### config.mk
export PLATFORM = sky130hd
export DESIGN_NAME = serial_clock_gen
export DESIGN_NICKNAME = d
export VERILOG_FILES = /design/src/hw/serial_clock_pkg.sv /design/src/hw/pin_edge_sync.sv /design/src/hw/serial_clock_gen.sv
export SDC_FILE = /design/constraint.sdc
export NUM_CORES = 1
export LEC_CHECK = 0
export BUFFER_PORTS_ARGS = -buffer_cell sky130_fd_sc_hd__buf_2
export CAP_MARGIN = 20
export CORE_ASPECT_RATIO = 0.7
export CORE_MARGIN = 5
export CORE_UTILIZATION = 45
export CTS_CLUSTER_SIZE = 8
export DETAILED_ROUTE_END_ITERATION = 10
export GPL_TIMING_DRIVEN = 1
export HOLD_SLACK_MARGIN = 0.03
export MAX_ROUTING_LAYER = met4
export PLACE_DENSITY = 0.65
export REMOVE_ABC_BUFFERS = 1
export SYNTH_ARGS = -nofsm -noshare
export SYNTH_HDL_FRONTEND = slang
export SYNTH_SLANG_ARGS = --single-unit
### constraint.sdc
create_clock -name clk_in -period 4.4 [get_ports clk_in]
set_clock_uncertainty 0.1 [all_clocks]
set_input_delay 0.22 -clock clk_in [delete_from_list [all_inputs] [get_ports clk_in]]
set_output_delay 0.22 -clock clk_in [all_outputs]
set_load 0.02 [all_outputs]
### src/hw/serial_clock_pkg.sv
// Constants and types shared by the serial transfer-clock generator
package serial_clock_pkg;

   // ------------------------------------------------------------------
   // Channel modes
   // ------------------------------------------------------------------
   typedef enum logic [1:0] {
      MODE_SYNC_SHIFT = 2'b00,
      MODE_UART_7BIT  = 2'b01,
      MODE_UART_8BIT  = 2'b10,
      MODE_UART_9BIT  = 2'b11
   } serial_mode_type;

   // ------------------------------------------------------------------
   // Prescaler and baud generator
   // ------------------------------------------------------------------
   localparam int          PRESCALER_WIDTH = 6;
   localparam int          PRE_STAGE_WIDTH = 2;
   localparam logic [1:0]  PRE_STAGE_LAST  = 2'h3;
   localparam logic [5:0]  PRE_DIV16_MASK  = 6'h03;
   localparam logic [5:0]  PRE_DIV64_MASK  = 6'h0f;
   localparam logic [5:0]  PRE_DIV256_MASK = 6'h3f;
   localparam logic [1:0]  TAP_DIV4        = 2'h0;
   localparam logic [1:0]  TAP_DIV16       = 2'h1;
   localparam logic [1:0]  TAP_DIV64       = 2'h2;
   localparam logic [1:0]  TAP_DIV256      = 2'h3;
   localparam int          DIVISOR_WIDTH   = 4;
   localparam logic [3:0]  DIVISOR_AS_16   = 4'h0;
   localparam logic [4:0]  DIVISOR_MAX     = 5'h10;
   localparam logic [4:0]  FRACTION_ONE    = 5'h10;
   localparam logic [4:0]  COUNT_ONE       = 5'h01;

   // ------------------------------------------------------------------
   // Basic clock sources in UART mode
   // ------------------------------------------------------------------
   localparam logic [1:0]  SRC_BAUD_GEN    = 2'h0;
   localparam logic [1:0]  SRC_SYSTEM      = 2'h1;
   localparam logic [1:0]  SRC_TIMER       = 2'h2;
   localparam logic [1:0]  SRC_EXT_PIN     = 2'h3;

   // ------------------------------------------------------------------
   // Bit timing
   // ------------------------------------------------------------------
   localparam logic [3:0]  OVERSAMPLE_LAST = 4'hf;
   localparam logic [3:0]  OVERSAMPLE_ONE  = 4'h1;
   localparam logic [4:0]  EXT_MIN_UART    = 5'h04;
   localparam logic [4:0]  EXT_MIN_SYNC    = 5'h10;
   localparam logic [4:0]  GAP_MAX         = 5'h1f;

endpackage : serial_clock_pkg
### src/hw/pin_edge_sync.sv
// Three-stage pin synchroniser with a debounced level and a rising-edge pulse
`timescale 1ns/1ps
module pin_edge_sync (
   input  wire logic clk_in,
   input  wire logic rst_in,
   input  wire logic async_in,
   output logic      level_out,
   output logic      rise_out
);
   logic [2:0] stage_q;
   logic [2:0] stage_d;
   logic       level_q;
   logic       level_d;
   logic       rise_q;
   logic       rise_d;

   always_comb begin
      stage_d = {stage_q[1:0], async_in};
      level_d = level_q;
      rise_d  = 1'b0;
      // A change counts once the second and third stages agree
      if (stage_q[1] == stage_q[2] && stage_q[2] != level_q) begin
         level_d = stage_q[2];
         rise_d  = stage_q[2];
      end
   end

   always_ff @(posedge clk_in or posedge rst_in) begin
      if (rst_in) begin
         // Pin idles high, so start there to avoid a false edge after reset
         stage_q <= 3'h7;
         level_q <= 1'b1;
         rise_q  <= 1'b0;
      end else begin
         stage_q <= stage_d;
         level_q <= level_d;
         rise_q  <= rise_d;
      end
   end

   assign level_out = level_q;
   assign rise_out  = rise_q;
endmodule : pin_edge_sync

### src/hw/serial_clock_gen.sv
// Shared prescaler and per-channel baud, basic and bit clock generation
`timescale 1ns/1ps
module serial_clock_gen #(
   parameter int CHANNELS = 3
) (
   input  wire logic                  clk_in,
   input  wire logic                  rst_in,
   input  wire logic                  prescaler_input_select_in,
   input  wire logic [2*CHANNELS-1:0] serial_mode_in,
   input  wire logic [2*CHANNELS-1:0] baud_input_select_in,
   input  wire logic [CHANNELS-1:0]   fractional_enable_in,
   input  wire logic [4*CHANNELS-1:0] integer_divisor_in,
   input  wire logic [4*CHANNELS-1:0] fraction_value_in,
   input  wire logic [2*CHANNELS-1:0] uart_clock_source_select_in,
   input  wire logic [CHANNELS-1:0]   shift_clock_direction_in,
   input  wire logic [CHANNELS-1:0]   timer_trigger_clock_in,
   input  wire logic [CHANNELS-1:0]   serial_clock_pin_in,
   output logic      [CHANNELS-1:0]   serial_clock_pin_out,
   output logic      [CHANNELS-1:0]   serial_clock_pin_oe_out,
   output logic      [CHANNELS-1:0]   serial_basic_clock_out,
   output logic      [CHANNELS-1:0]   bit_tick_out,
   output logic      [CHANNELS-1:0]   parity_allowed_out,
   output logic      [CHANNELS-1:0]   wakeup_allowed_out,
   output logic      [CHANNELS-1:0]   ext_clock_too_fast_out,
   output logic                       prescaler_running_out
);
   // ------------------------------------------------------------------
   // Shared prescaler
   // ------------------------------------------------------------------
   logic [CHANNELS-1:0]             uses_baud_gen;
   logic                            pre_run;
   logic [serial_clock_pkg::PRE_STAGE_WIDTH-1:0] pre_stage_q;
   logic [serial_clock_pkg::PRE_STAGE_WIDTH-1:0] pre_stage_d;
   logic [serial_clock_pkg::PRESCALER_WIDTH-1:0] pre_cnt_q;
   logic [serial_clock_pkg::PRESCALER_WIDTH-1:0] pre_cnt_d;
   logic                            pre_run_q;
   logic [3:0]                      taps;

   assign pre_run = (|uses_baud_gen) && !prescaler_input_select_in;

   always_comb begin
      pre_stage_d = '0;
      pre_cnt_d   = '0;
      if (pre_run) begin
         pre_stage_d = pre_stage_q + 2'h1;
         pre_cnt_d   = pre_cnt_q;
         if (pre_stage_q == serial_clock_pkg::PRE_STAGE_LAST) begin
            pre_cnt_d = pre_cnt_q + 6'h01;
         end
      end
   end

   always_ff @(posedge clk_in or posedge rst_in) begin
      if (rst_in) begin
         pre_stage_q <= '0;
         pre_cnt_q   <= '0;
         pre_run_q   <= 1'b0;
      end else begin
         pre_stage_q <= pre_stage_d;
         pre_cnt_q   <= pre_cnt_d;
         pre_run_q   <= pre_run;
      end
   end

   // Tap pulses every 4, 16, 64 and 256 source cycles
   always_comb begin
      taps[0] = pre_run && pre_stage_q == serial_clock_pkg::PRE_STAGE_LAST;
      taps[1] = taps[0] && (pre_cnt_q & serial_clock_pkg::PRE_DIV16_MASK)
                == serial_clock_pkg::PRE_DIV16_MASK;
      taps[2] = taps[0] && (pre_cnt_q & serial_clock_pkg::PRE_DIV64_MASK)
                == serial_clock_pkg::PRE_DIV64_MASK;
      taps[3] = taps[0] && pre_cnt_q == serial_clock_pkg::PRE_DIV256_MASK;
   end

   assign prescaler_running_out = pre_run_q;

   a_pre_idle: assert property (@(posedge clk_in) disable iff (rst_in)
      !pre_run |=> (pre_cnt_q == '0 && !taps[0]))
      else $error("prescaler advanced while no channel used the generator");
   a_tap_nesting: assert property (@(posedge clk_in) disable iff (rst_in)
      taps[3] |-> (taps[2] && taps[1] && taps[0]))
      else $error("slow prescaler tap not aligned to faster taps");
   a_tap4_spacing: assert property (@(posedge clk_in) disable iff (rst_in)
      taps[0] |=> !taps[0] [*3])
      else $error("divide-by-4 tap pulsed too often");

   // ------------------------------------------------------------------
   // Channels
   // ------------------------------------------------------------------
   for (genvar ch = 0; ch < CHANNELS; ch++) begin : g_chan
      serial_clock_pkg::serial_mode_type mode;
      logic       sync_mode;
      logic       dir_input;
      logic [1:0] src_sel;
      logic [3:0] div_field;
      logic [3:0] frac_field;
      logic       frac_on;
      logic       tap_sel;
      logic       ext_level;
      logic       ext_rise;
      logic [4:0] n_val;
      logic [4:0] frac_sum;
      logic       extra;
      logic [4:0] period;
      logic       bg_tick;
      logic       basic;
      logic [4:0] bg_cnt_q,  bg_cnt_d;
      logic [3:0] acc_q,     acc_d;
      logic [3:0] os_cnt_q,  os_cnt_d;
      logic       sclk_q,    sclk_d;
      logic       bit_q,     bit_d;
      logic       basic_q;
      logic [4:0] gap_q,     gap_d;
      logic       fast_q,    fast_d;
      logic       parity_q,  wake_q;

      assign mode       = serial_clock_pkg::serial_mode_type'(serial_mode_in[2*ch +: 2]);
      assign sync_mode  = mode == serial_clock_pkg::MODE_SYNC_SHIFT;
      assign dir_input  = shift_clock_direction_in[ch];
      assign src_sel    = uart_clock_source_select_in[2*ch +: 2];
      assign div_field  = integer_divisor_in[4*ch +: 4];
      assign frac_field = fraction_value_in[4*ch +: 4];
      assign frac_on    = fractional_enable_in[ch] && !sync_mode;
      assign tap_sel    = taps[baud_input_select_in[2*ch +: 2]];

      assign uses_baud_gen[ch] = sync_mode ? !dir_input
                               : src_sel == serial_clock_pkg::SRC_BAUD_GEN;

      pin_edge_sync u_ext_sync (
         .clk_in   (clk_in),
         .rst_in   (rst_in),
         .async_in (serial_clock_pin_in[ch]),
         .level_out(ext_level),
         .rise_out (ext_rise)
      );

      // Divider: N ticks per output, one more whenever the fraction carries in a UART mode
      always_comb begin
         n_val = (div_field == serial_clock_pkg::DIVISOR_AS_16)
               ? serial_clock_pkg::DIVISOR_MAX : {1'b0, div_field};
         frac_sum = {1'b0, acc_q}
                  + (serial_clock_pkg::FRACTION_ONE - {1'b0, frac_field});
         extra    = frac_on && frac_sum[4];
         period   = n_val + {4'h0, extra};
         bg_tick  = tap_sel && (bg_cnt_q == period - serial_clock_pkg::COUNT_ONE);
         bg_cnt_d = bg_cnt_q;
         acc_d    = acc_q;
         if (!uses_baud_gen[ch]) begin
            bg_cnt_d = '0;
            acc_d    = '0;
         end else if (bg_tick) begin
            bg_cnt_d = '0;
            if (frac_on) begin
               acc_d = frac_sum[3:0];
            end
         end else if (tap_sel) begin
            bg_cnt_d = bg_cnt_q + serial_clock_pkg::COUNT_ONE;
         end
      end

      // UART basic clock source; the timer is never a shift-mode source
      always_comb begin
         case (src_sel)
            serial_clock_pkg::SRC_BAUD_GEN: basic = bg_tick;
            serial_clock_pkg::SRC_SYSTEM:   basic = 1'b1;
            serial_clock_pkg::SRC_TIMER:    basic = timer_trigger_clock_in[ch];
            serial_clock_pkg::SRC_EXT_PIN:  basic = ext_rise;
            default:                        basic = 1'b0;
         endcase
         if (sync_mode) begin
            basic = 1'b0;
         end
      end

      // Bit timing: 16 basic clocks per UART bit, two generator ticks per driven shift bit, one external rising edge per input-clock shift bit
      always_comb begin
         os_cnt_d = os_cnt_q;
         sclk_d   = sclk_q;
         bit_d    = 1'b0;
         if (!sync_mode) begin
            sclk_d = 1'b1;
            if (basic) begin
               os_cnt_d = os_cnt_q + serial_clock_pkg::OVERSAMPLE_ONE;
               bit_d    = os_cnt_q == serial_clock_pkg::OVERSAMPLE_LAST;
            end
         end else if (!dir_input) begin
            os_cnt_d = '0;
            if (bg_tick) begin
               sclk_d = !sclk_q;
               bit_d  = sclk_q;
            end
         end else begin
            os_cnt_d = '0;
            sclk_d   = 1'b1;
            bit_d    = ext_rise;
         end
      end

      // External clock period check in system clock cycles
      always_comb begin
         gap_d  = (gap_q == serial_clock_pkg::GAP_MAX) ? gap_q
                : gap_q + serial_clock_pkg::COUNT_ONE;
         fast_d = 1'b0;
         if (ext_rise) begin
            gap_d  = '0;
            fast_d = gap_q < ((sync_mode ? serial_clock_pkg::EXT_MIN_SYNC
                   : serial_clock_pkg::EXT_MIN_UART) - serial_clock_pkg::COUNT_ONE);
         end
      end

      always_ff @(posedge clk_in or posedge rst_in) begin
         if (rst_in) begin
            bg_cnt_q <= '0;
            acc_q    <= '0;
            os_cnt_q <= '0;
            sclk_q   <= 1'b1;
            bit_q    <= 1'b0;
            basic_q  <= 1'b0;
            gap_q    <= serial_clock_pkg::GAP_MAX;
            fast_q   <= 1'b0;
            parity_q <= 1'b0;
            wake_q   <= 1'b0;
         end else begin
            bg_cnt_q <= bg_cnt_d;
            acc_q    <= acc_d;
            os_cnt_q <= os_cnt_d;
            sclk_q   <= sclk_d;
            bit_q    <= bit_d;
            basic_q  <= basic;
            gap_q    <= gap_d;
            fast_q   <= fast_d;
            parity_q <= mode == serial_clock_pkg::MODE_UART_7BIT
                     || mode == serial_clock_pkg::MODE_UART_8BIT;
            wake_q   <= mode == serial_clock_pkg::MODE_UART_9BIT;
         end
      end

      assign serial_clock_pin_out[ch]    = sclk_q;
      assign serial_clock_pin_oe_out[ch] = sync_mode && !dir_input;
      assign serial_basic_clock_out[ch]  = basic_q;
      assign bit_tick_out[ch]            = bit_q;
      assign parity_allowed_out[ch]      = parity_q;
      assign wakeup_allowed_out[ch]      = wake_q;
      assign ext_clock_too_fast_out[ch]  = fast_q;

      a_int_divide: assert property (@(posedge clk_in) disable iff (rst_in)
         (bg_tick && !frac_on) |-> bg_cnt_q == n_val - serial_clock_pkg::COUNT_ONE)
         else $error("integer divider fired at wrong count");
      a_div_zero: assert property (@(posedge clk_in) disable iff (rst_in)
         (div_field == serial_clock_pkg::DIVISOR_AS_16 && bg_tick && !frac_on)
         |-> bg_cnt_q == 5'h0f)
         else $error("divisor field zero did not divide by 16");
      a_uart_wrap: assert property (@(posedge clk_in) disable iff (rst_in)
         (!sync_mode && basic && os_cnt_q == serial_clock_pkg::OVERSAMPLE_LAST)
         |=> (bit_q && os_cnt_q == 4'h0))
         else $error("UART bit tick missing after 16 basic clocks");
      a_uart_no_early: assert property (@(posedge clk_in) disable iff (rst_in)
         (!sync_mode && $past(!sync_mode) && bit_q) |-> $past(basic))
         else $error("UART bit tick without a basic clock");
      a_shift_half: assert property (@(posedge clk_in) disable iff (rst_in)
         (sync_mode && !dir_input && bg_tick) |=> sclk_q != $past(sclk_q))
         else $error("driven shift clock failed to toggle");
      a_ext_shift: assert property (@(posedge clk_in) disable iff (rst_in)
         (sync_mode && dir_input && ext_rise) |=> bit_q)
         else $error("external shift clock edge gave no bit tick");
      a_timer_src: assert property (@(posedge clk_in) disable iff (rst_in)
         (!sync_mode && src_sel == serial_clock_pkg::SRC_TIMER
          && timer_trigger_clock_in[ch]) |=> basic_q)
         else $error("timer trigger did not reach the basic clock");
      a_sync_no_basic: assert property (@(posedge clk_in) disable iff (rst_in)
         sync_mode |=> !basic_q)
         else $error("basic clock ran in shift mode");
   end

endmodule : serial_clock_gen

==> results of run 1 <==
## flip-flops by register name (all words and copies together) (netlist names)
name / flops
g_chan.u_ext_sync.level_out: 3
g_chan.bit_q: 3
prescaler_running_out: 1
g_chan.bg_cnt_q: 15
g_chan.gap_q: 15
g_chan.u_ext_sync.rise_out: 3
g_chan.fast_q: 3
pre_cnt_q: 6
g_chan.wake_q: 3
g_chan.basic_q: 3
g_chan.u_ext_sync.stage_q: 9
g_chan.os_cnt_q: 12
g_chan.parity_q: 3
pre_stage_q: 2
g_chan.sclk_q: 3
g_chan.acc_q: 12
## power by group through the flow
stage | registers, uW | clock network, uW | logic (uW)
floorplan | 1150 | 0 | 328
global placement | 1160 | 0 | 436
detailed placement | 1160 | 0 | 459
CTS | 1150 | 746 | 467
global route | 1170 | 790 | 529
finish | 1150 | 716 | 459
## final cells by class
cell class	instances	area [sq um]
sequential	96	2440
clock inverter	7	46.29
inverter	39	148.9
timing repair buffer	88	485.5
clock buffer	9	225.2
fill	1125	5912
multi-input combinational	394	2877
tap	162	202.7
## through the flow
stage | utilization, % | power (uW)
4_1_cts | 52.08 | 2362
3_3_place_gp | 49.23 | 1592
2_1_floorplan | - | 1479
5_1_grt | 52.08 | 2484
6_report | 52.08 | 2324
3_5_place_dp | 49.23 | 1620
## path summary, 6_finish.rpt
kind / slack (ns) / endpoint / startpoint / depth (start not counted)
max: 0.58 / g_chan[2].acc_q[0] / g_chan[2].acc_q[0] / 14
max reg2reg: 0.58 / g_chan[2].acc_q[0] / g_chan[2].acc_q[0] / 14
min in group asynchronous: 0.46 / g_chan[0].bit_q / rst_in / 3
min reg2reg: 0.25 / g_chan[0].u_ext_sync.stage_q[1] / g_chan[0].u_ext_sync.stage_q[0] / 0
max in group asynchronous: 2.76 / g_chan[0].gap_q[0] / rst_in / 4
min: 0.04 / g_chan[0].wake_q / serial_mode_in[1] / 2
## kinds of logic after synthesis
group / Yosys count / synth area share [%]
simple gates: 187 / 17.06
xor+xnor: 49 / 7.621
fa+ha+maj: 50 / 11.38
compound gates: 80 / 9.887
mux: 28 / 5.132
buf+inv: 65 / 5.599
flops: 96 / 43.32
## what timing repair did
action | 4_1_cts | 5_1_grt
hold buffers | 8 | 0
resized for setup | 0 | 0
setup endpoints to repair | 0 | 0
endpoints found under the hold margin | 39 | 0
## routing by layer
| layer | up-vias | share of wire [%] | global-route usage [%] |
|---|---|---|---|
| met2 | 56 | 48 | 24.08 |
| met1 | 1932 | 48 | 20.57 |
| met3 | 7 | 3.4 | 3.455 |
| met5 | - | 0 | - |
| met4 | 0 | 0.78 | 4.099 |
| li1 | 2024 | - | - |
## layout by cell type, fill, tap and decap left out, types with 4 or more instances in the layout
cell type / n
buf_2: 78
dfrtp_1: 66
nor2_1: 58
ha_1: 44
nand2_1: 40
inv_1: 38
a21oi_1: 32
dfstp_2: 30
xnor2_1: 28
xor2_1: 21
mux2i_1: 21
nor2b_1: 18
o21ai_0: 15
nand3_1: 13
nand4_1: 11
nor3_1: 9
clkbuf_16: 9
dlygate4sd3_1: 8
and3_1: 5
mux2_2: 5
and2b_1: 4
or3_1: 4
a21boi_0: 4
a21o_1: 4
clkinv_2: 4
==> results.yml, run 1 <==
pwr:
  swShare_pct: 28.89
  pwr_density_cell_nw_per_um2: 361.7
  p_sw_uw: 671.5
  p_seq_share_pct: 49.4
  p_leak_uw: 0.003039
  p_comb_share_pct: 19.7
  ir_worst_vdd_uv: 227.2
  pwr-share-clk_pct: 30.8
  p_int_uw: 1653
die:
  fp-row-count: 34
  io_pins: 79
  fp.dieW_um: 143.7
  die_y_um: 103.6
  initial_core_util_pct: 45.65
  core_area_sq_um: 12340
  die_area_sq_um: 14890
finish:
  final_area_sq_um: 6425
  final_cells: 795
  nNetsFinal: 732
  syn2layout_area_growth_pct: 14.09
  antenna_cells: 0
  drive_gt1_share_pct: 24.01
setup_path:
  cp.required_ns: 4.57
  critical_path.cell_chain: "inv_1 -> ha_1 -> fa_1 -> nor2b_1 -> o21a_1 -> o21ai_0 -> ha_1 -> ha_1 -> or3_1 -> a211o_1 -> xor2_1 -> nand4_1 -> or2_2 -> a21oi_1"
  cp-start-kind: "flip-flop"
  crit_top_cell: "ha_1"
  critical-path-max-stage-delay_ns: 0.41
  critPathCaptureType: "flip-flop"
  crit_type: "reg -> reg"
  cp.arrival_ns: 3.99
  worst-path-max-fanout: 6
  critical_path.top_delay_family: "simple AND/OR/NAND/NOR gates"
  slowest_stage: "fa_1"
  critPathBufInv: 1
detailed_routing:
  drc: 0
  num_vias: 4019
  postRouteAntennaNets: 0
  drt-pass1-iter-count: 4
  via_per_inst: 5.055
  initialDrtViolationCount: 165
  wire_per_inst_um: 13.63
  wl_um: 10840
sta:
  fin_crit_sh_pct: 86.75
  worst_pin_slew_ns: 0.7760
  hold_slack_ns: 0.04320
  layout_setup_ws_ns: 0.5830
  setup_viol: 0
  fin_crit_ns: 3.817
  setup_tns_ns: 0
  grt_setup_unrepaired: "false"
  hold_viol: 0
  max_freq_mhz: 262.0
  slew_violations: 0
  slew_headroom_pct: 47.84
cts:
  cts_post_setup_buffers_inserted: 0
  cts_htree_levels: 3
  worstSkewPairLatency_ns: 0.34
  clk_path_buf_depth: 2
  clk_pin_slew_ns: 0.07
  cts_sinks: 96
  cts_buffers: 9
  root_buffer: "clkbuf_16"
  cts_tree: "done"
synthesis:
  synthTopCellsByCount: "66 x dfrtp_1, 58 x nor2_1, 44 x ha_1, 40 x nand2_1, 39 x inv_1"
  netlist-cell-type-count: 56
  yosysTopAreaCell: "dfrtp_1"
  synth.most_common_cell: "dfrtp_1"
  syn-cell-area_sq_um: 5632
  syn_area_per_cell_sq_um: 10.15
  synth-seq-cells: 96
  synth_top_flop_cell: "dfrtp_1"
  synth_edf_count: 0
  async_flop_share_pct: 100.0
  seq_area_frac_synth_pct: 43.32
  yosysTopAreaCellShare_pct: 29.33
  syn_inst: 555
  netlist_top_cells_area: "dfrtp_1 29%, dfstp_2 14%, ha_1 9.8%"
  yosys_warnings: 0
grt:
  gr-total-overflow: 0
  grt_antenna_before_repair: 0
  grt_max_degree: 61
  grt_pass1_vias: 4027
  grtUsageTotal_pct: 15.48
  grt_pass1_wl_um: 18490
outcome:
  status: "finished clean"
worst_hold_path:
  holdCritPathClass: "in -> reg"
placement:
  portBuffers: 78
  preCtsSetupSlack_ns: 0.6124
  place_congestion: 0.8318
  dp.cells: 771
  place_area_sq_um: 6073
  hpwlAfterDp_um: 8180
job:
  drv_cap: 0
Power figures use the tool's default switching activity.
==> inputs of run 2 (changes only) <==
Settings changed: CTS_BUF_LIST from default to sky130_fd_sc_hd__clkbuf_2 sky130_fd_sc_hd__clkbuf_4 sky130_fd_sc_hd__clkbuf_8.
==> results.yml, run 2 (synthesized netlist as in run 1, its figures left out) <==
finish:
  top_regs: "g_chan.bg_cnt_q: 15 flops, g_chan.gap_q: 15 flops"
  drive_gt1_share_pct: 23.94
  final_area_sq_um: 6344
  syn2layout_area_growth_pct: 12.64
  antenna_cells: 0
  final_common_cell: "buf_2"
  nNetsFinal: 734
  utilization_pct: 51.42
  final_cell_mix: "78 x buf_2, 66 x dfrtp_1, 58 x nor2_1"
setup_path:
  cp.required_ns: 4.59
  crit_type: "reg -> reg"
  slowest_stage: "fa_1"
  critical-path-max-stage-delay_ns: 0.41
  cp.arrival_ns: 4.03
  critical_path.cell_chain: "inv_1 -> ha_1 -> fa_1 -> nor2b_1 -> o21a_1 -> o21ai_0 -> ha_1 -> ha_1 -> or3_1 -> a211o_1 -> xor2_1 -> nand4_1 -> or2_2 -> a21oi_1"
  critPathCaptureType: "flip-flop"
  crit_top_cell: "ha_1"
  critical_path.top_delay_family: "simple AND/OR/NAND/NOR gates"
  critPathBufInv: 1
  worst-path-max-fanout: 6
  r2r_setup_slack_ns: 0.56
  cp-start-kind: "flip-flop"
grt:
  grtUsageTotal_pct: 15.39
  grt_pass1_wl_um: 18420
  gr-total-overflow: 0
  grt_max_degree: 61
  grt_pass1_vias: 4007
  grt_antenna_before_repair: 0
cts:
  cts_sinks: 96
  hold_buffers: 10
  cts_htree_levels: 3
  root_buffer: "clkbuf_8"
  ctsResizeCount: 0
  cts_buffers: 9
  clk_path_buf_depth: 2
  worstSkewPairLatency_ns: 0.36
  clk_pin_slew_ns: 0.10
  cts_tree: "done"
  cts_post_setup_buffers_inserted: 0
die:
  fp.dieW_um: 143.7
  core_area_sq_um: 12340
  initial_core_util_pct: 45.65
  fp-row-count: 34
  die_y_um: 103.6
  io_pins: 79
  die_area_sq_um: 14890
detailed_routing:
  drc: 0
  initialDrtViolationCount: 176
  wl_um: 10810
  drt-pass1-iter-count: 4
  postRouteAntennaNets: 0
  via_per_inst: 5.045
  wire_per_inst_um: 13.57
  num_vias: 4021
sta:
  worst_pin_slew_ns: 0.7743
  fin_crit_sh_pct: 87.24
  grt_setup_unrepaired: "false"
  max_freq_mhz: 260.5
  hold_slack_ns: 0.05612
  setup_tns_ns: 0
  slew_headroom_pct: 47.95
  slew_violations: 0
  hold_viol: 0
  setup_viol: 0
  layout_setup_ws_ns: 0.5613
  fin_crit_ns: 3.839
placement:
  portBuffers: 78
  preCtsSetupSlack_ns: 0.6124
  hpwlAfterDp_um: 8180
  place_area_sq_um: 6073
  place_congestion: 0.8318
outcome:
  status: "finished clean"
pwr:
  pwr_density_cell_nw_per_um2: 334.9
  swShare_pct: 30.55
  p_sw_uw: 649.1
  pwr-share-clk_pct: 24.3
  ir_worst_vdd_uv: 225.3
  p_leak_uw: 0.003002
  p_seq_share_pct: 54.0
  p_int_uw: 1476
  p_comb_share_pct: 21.7
job:
  drv_cap: 0
worst_hold_path:
  holdCritPathClass: "in -> reg"
==> run 2: changes by cell type in the layout (fill, tap and decap cells not counted) <==
| cell | before | now |
|---|---|---|
| clkbuf_16 | 9 | 0 |
| clkbuf_8 | 0 | 9 |
| dlygate4sd3_1 | 8 | 10 |
==> run 2: power by group through the flow <==
stage / Sequential (uW) / Combinational, uW / Clock, uW
after floorplan: 1150 / 328 / 0
after global placement: 1160 / 436 / 0
after detailed placement: 1160 / 459 / 0
after CTS: 1150 / 468 / 545
after global routing: 1160 / 530 / 585
final: 1150 / 460 / 517
==> run 2: worst reg2reg max path, delay by kind of cell, from the launching register on <==
family	cells	cell delay, ns
fa+ha+maj	4	1.05
compound gates	4	0.67
simple gates	4	1.20
xor+xnor	1	0.37
buf+inv	1	0.04
flops	1	0.36
==> run 2: per-stage QoR <==
stage,power [uW],std cells
2_1_floorplan,1479,529
3_3_place_gp,1592,771
5_1_grt,2280,797
4_1_cts,2160,797
3_5_place_dp,1620,771
6_report,2125,797
==> run 2: layout make-up <==
type	count	area (sq um)
Inverter	39	148.9
Fill cell	1141	5993
Multi-Input combinational cell	394	2877
Clock buffer	9	123.9
Tap cell	162	202.7
Sequential cell	96	2440
Clock inverter	7	46.29
Timing Repair Buffer	90	505.5
==> run 2: routing by layer <==
| metal | vias up | part of all wire (%) | track usage (%) |
|---|---|---|---|
| met2 | 68 | 48 | 24.08 |
| met5 | - | 0 | - |
| li1 | 2024 | - | - |
| met1 | 1923 | 48 | 20.61 |
| met4 | 0 | 0.53 | 3.024 |
| met3 | 6 | 4.1 | 3.731 |
==> run 2: final timing paths <==
path                                            startpoint                              end  cells after the start
setup / recovery                        g_chan[2].acc_q[0]               g_chan[2].acc_q[0]                     14
hold / removal                           serial_mode_in[5]               g_chan[2].parity_q                      3
setup reg to reg                        g_chan[2].acc_q[0]               g_chan[2].acc_q[0]                     14
hold reg to reg            g_chan[0].u_ext_sync.stage_q[0]  g_chan[0].u_ext_sync.stage_q[1]                      0
max in group asynchronous                           rst_in               g_chan[0].gap_q[0]                      4
min in group asynchronous                           rst_in                  g_chan[0].bit_q                      3
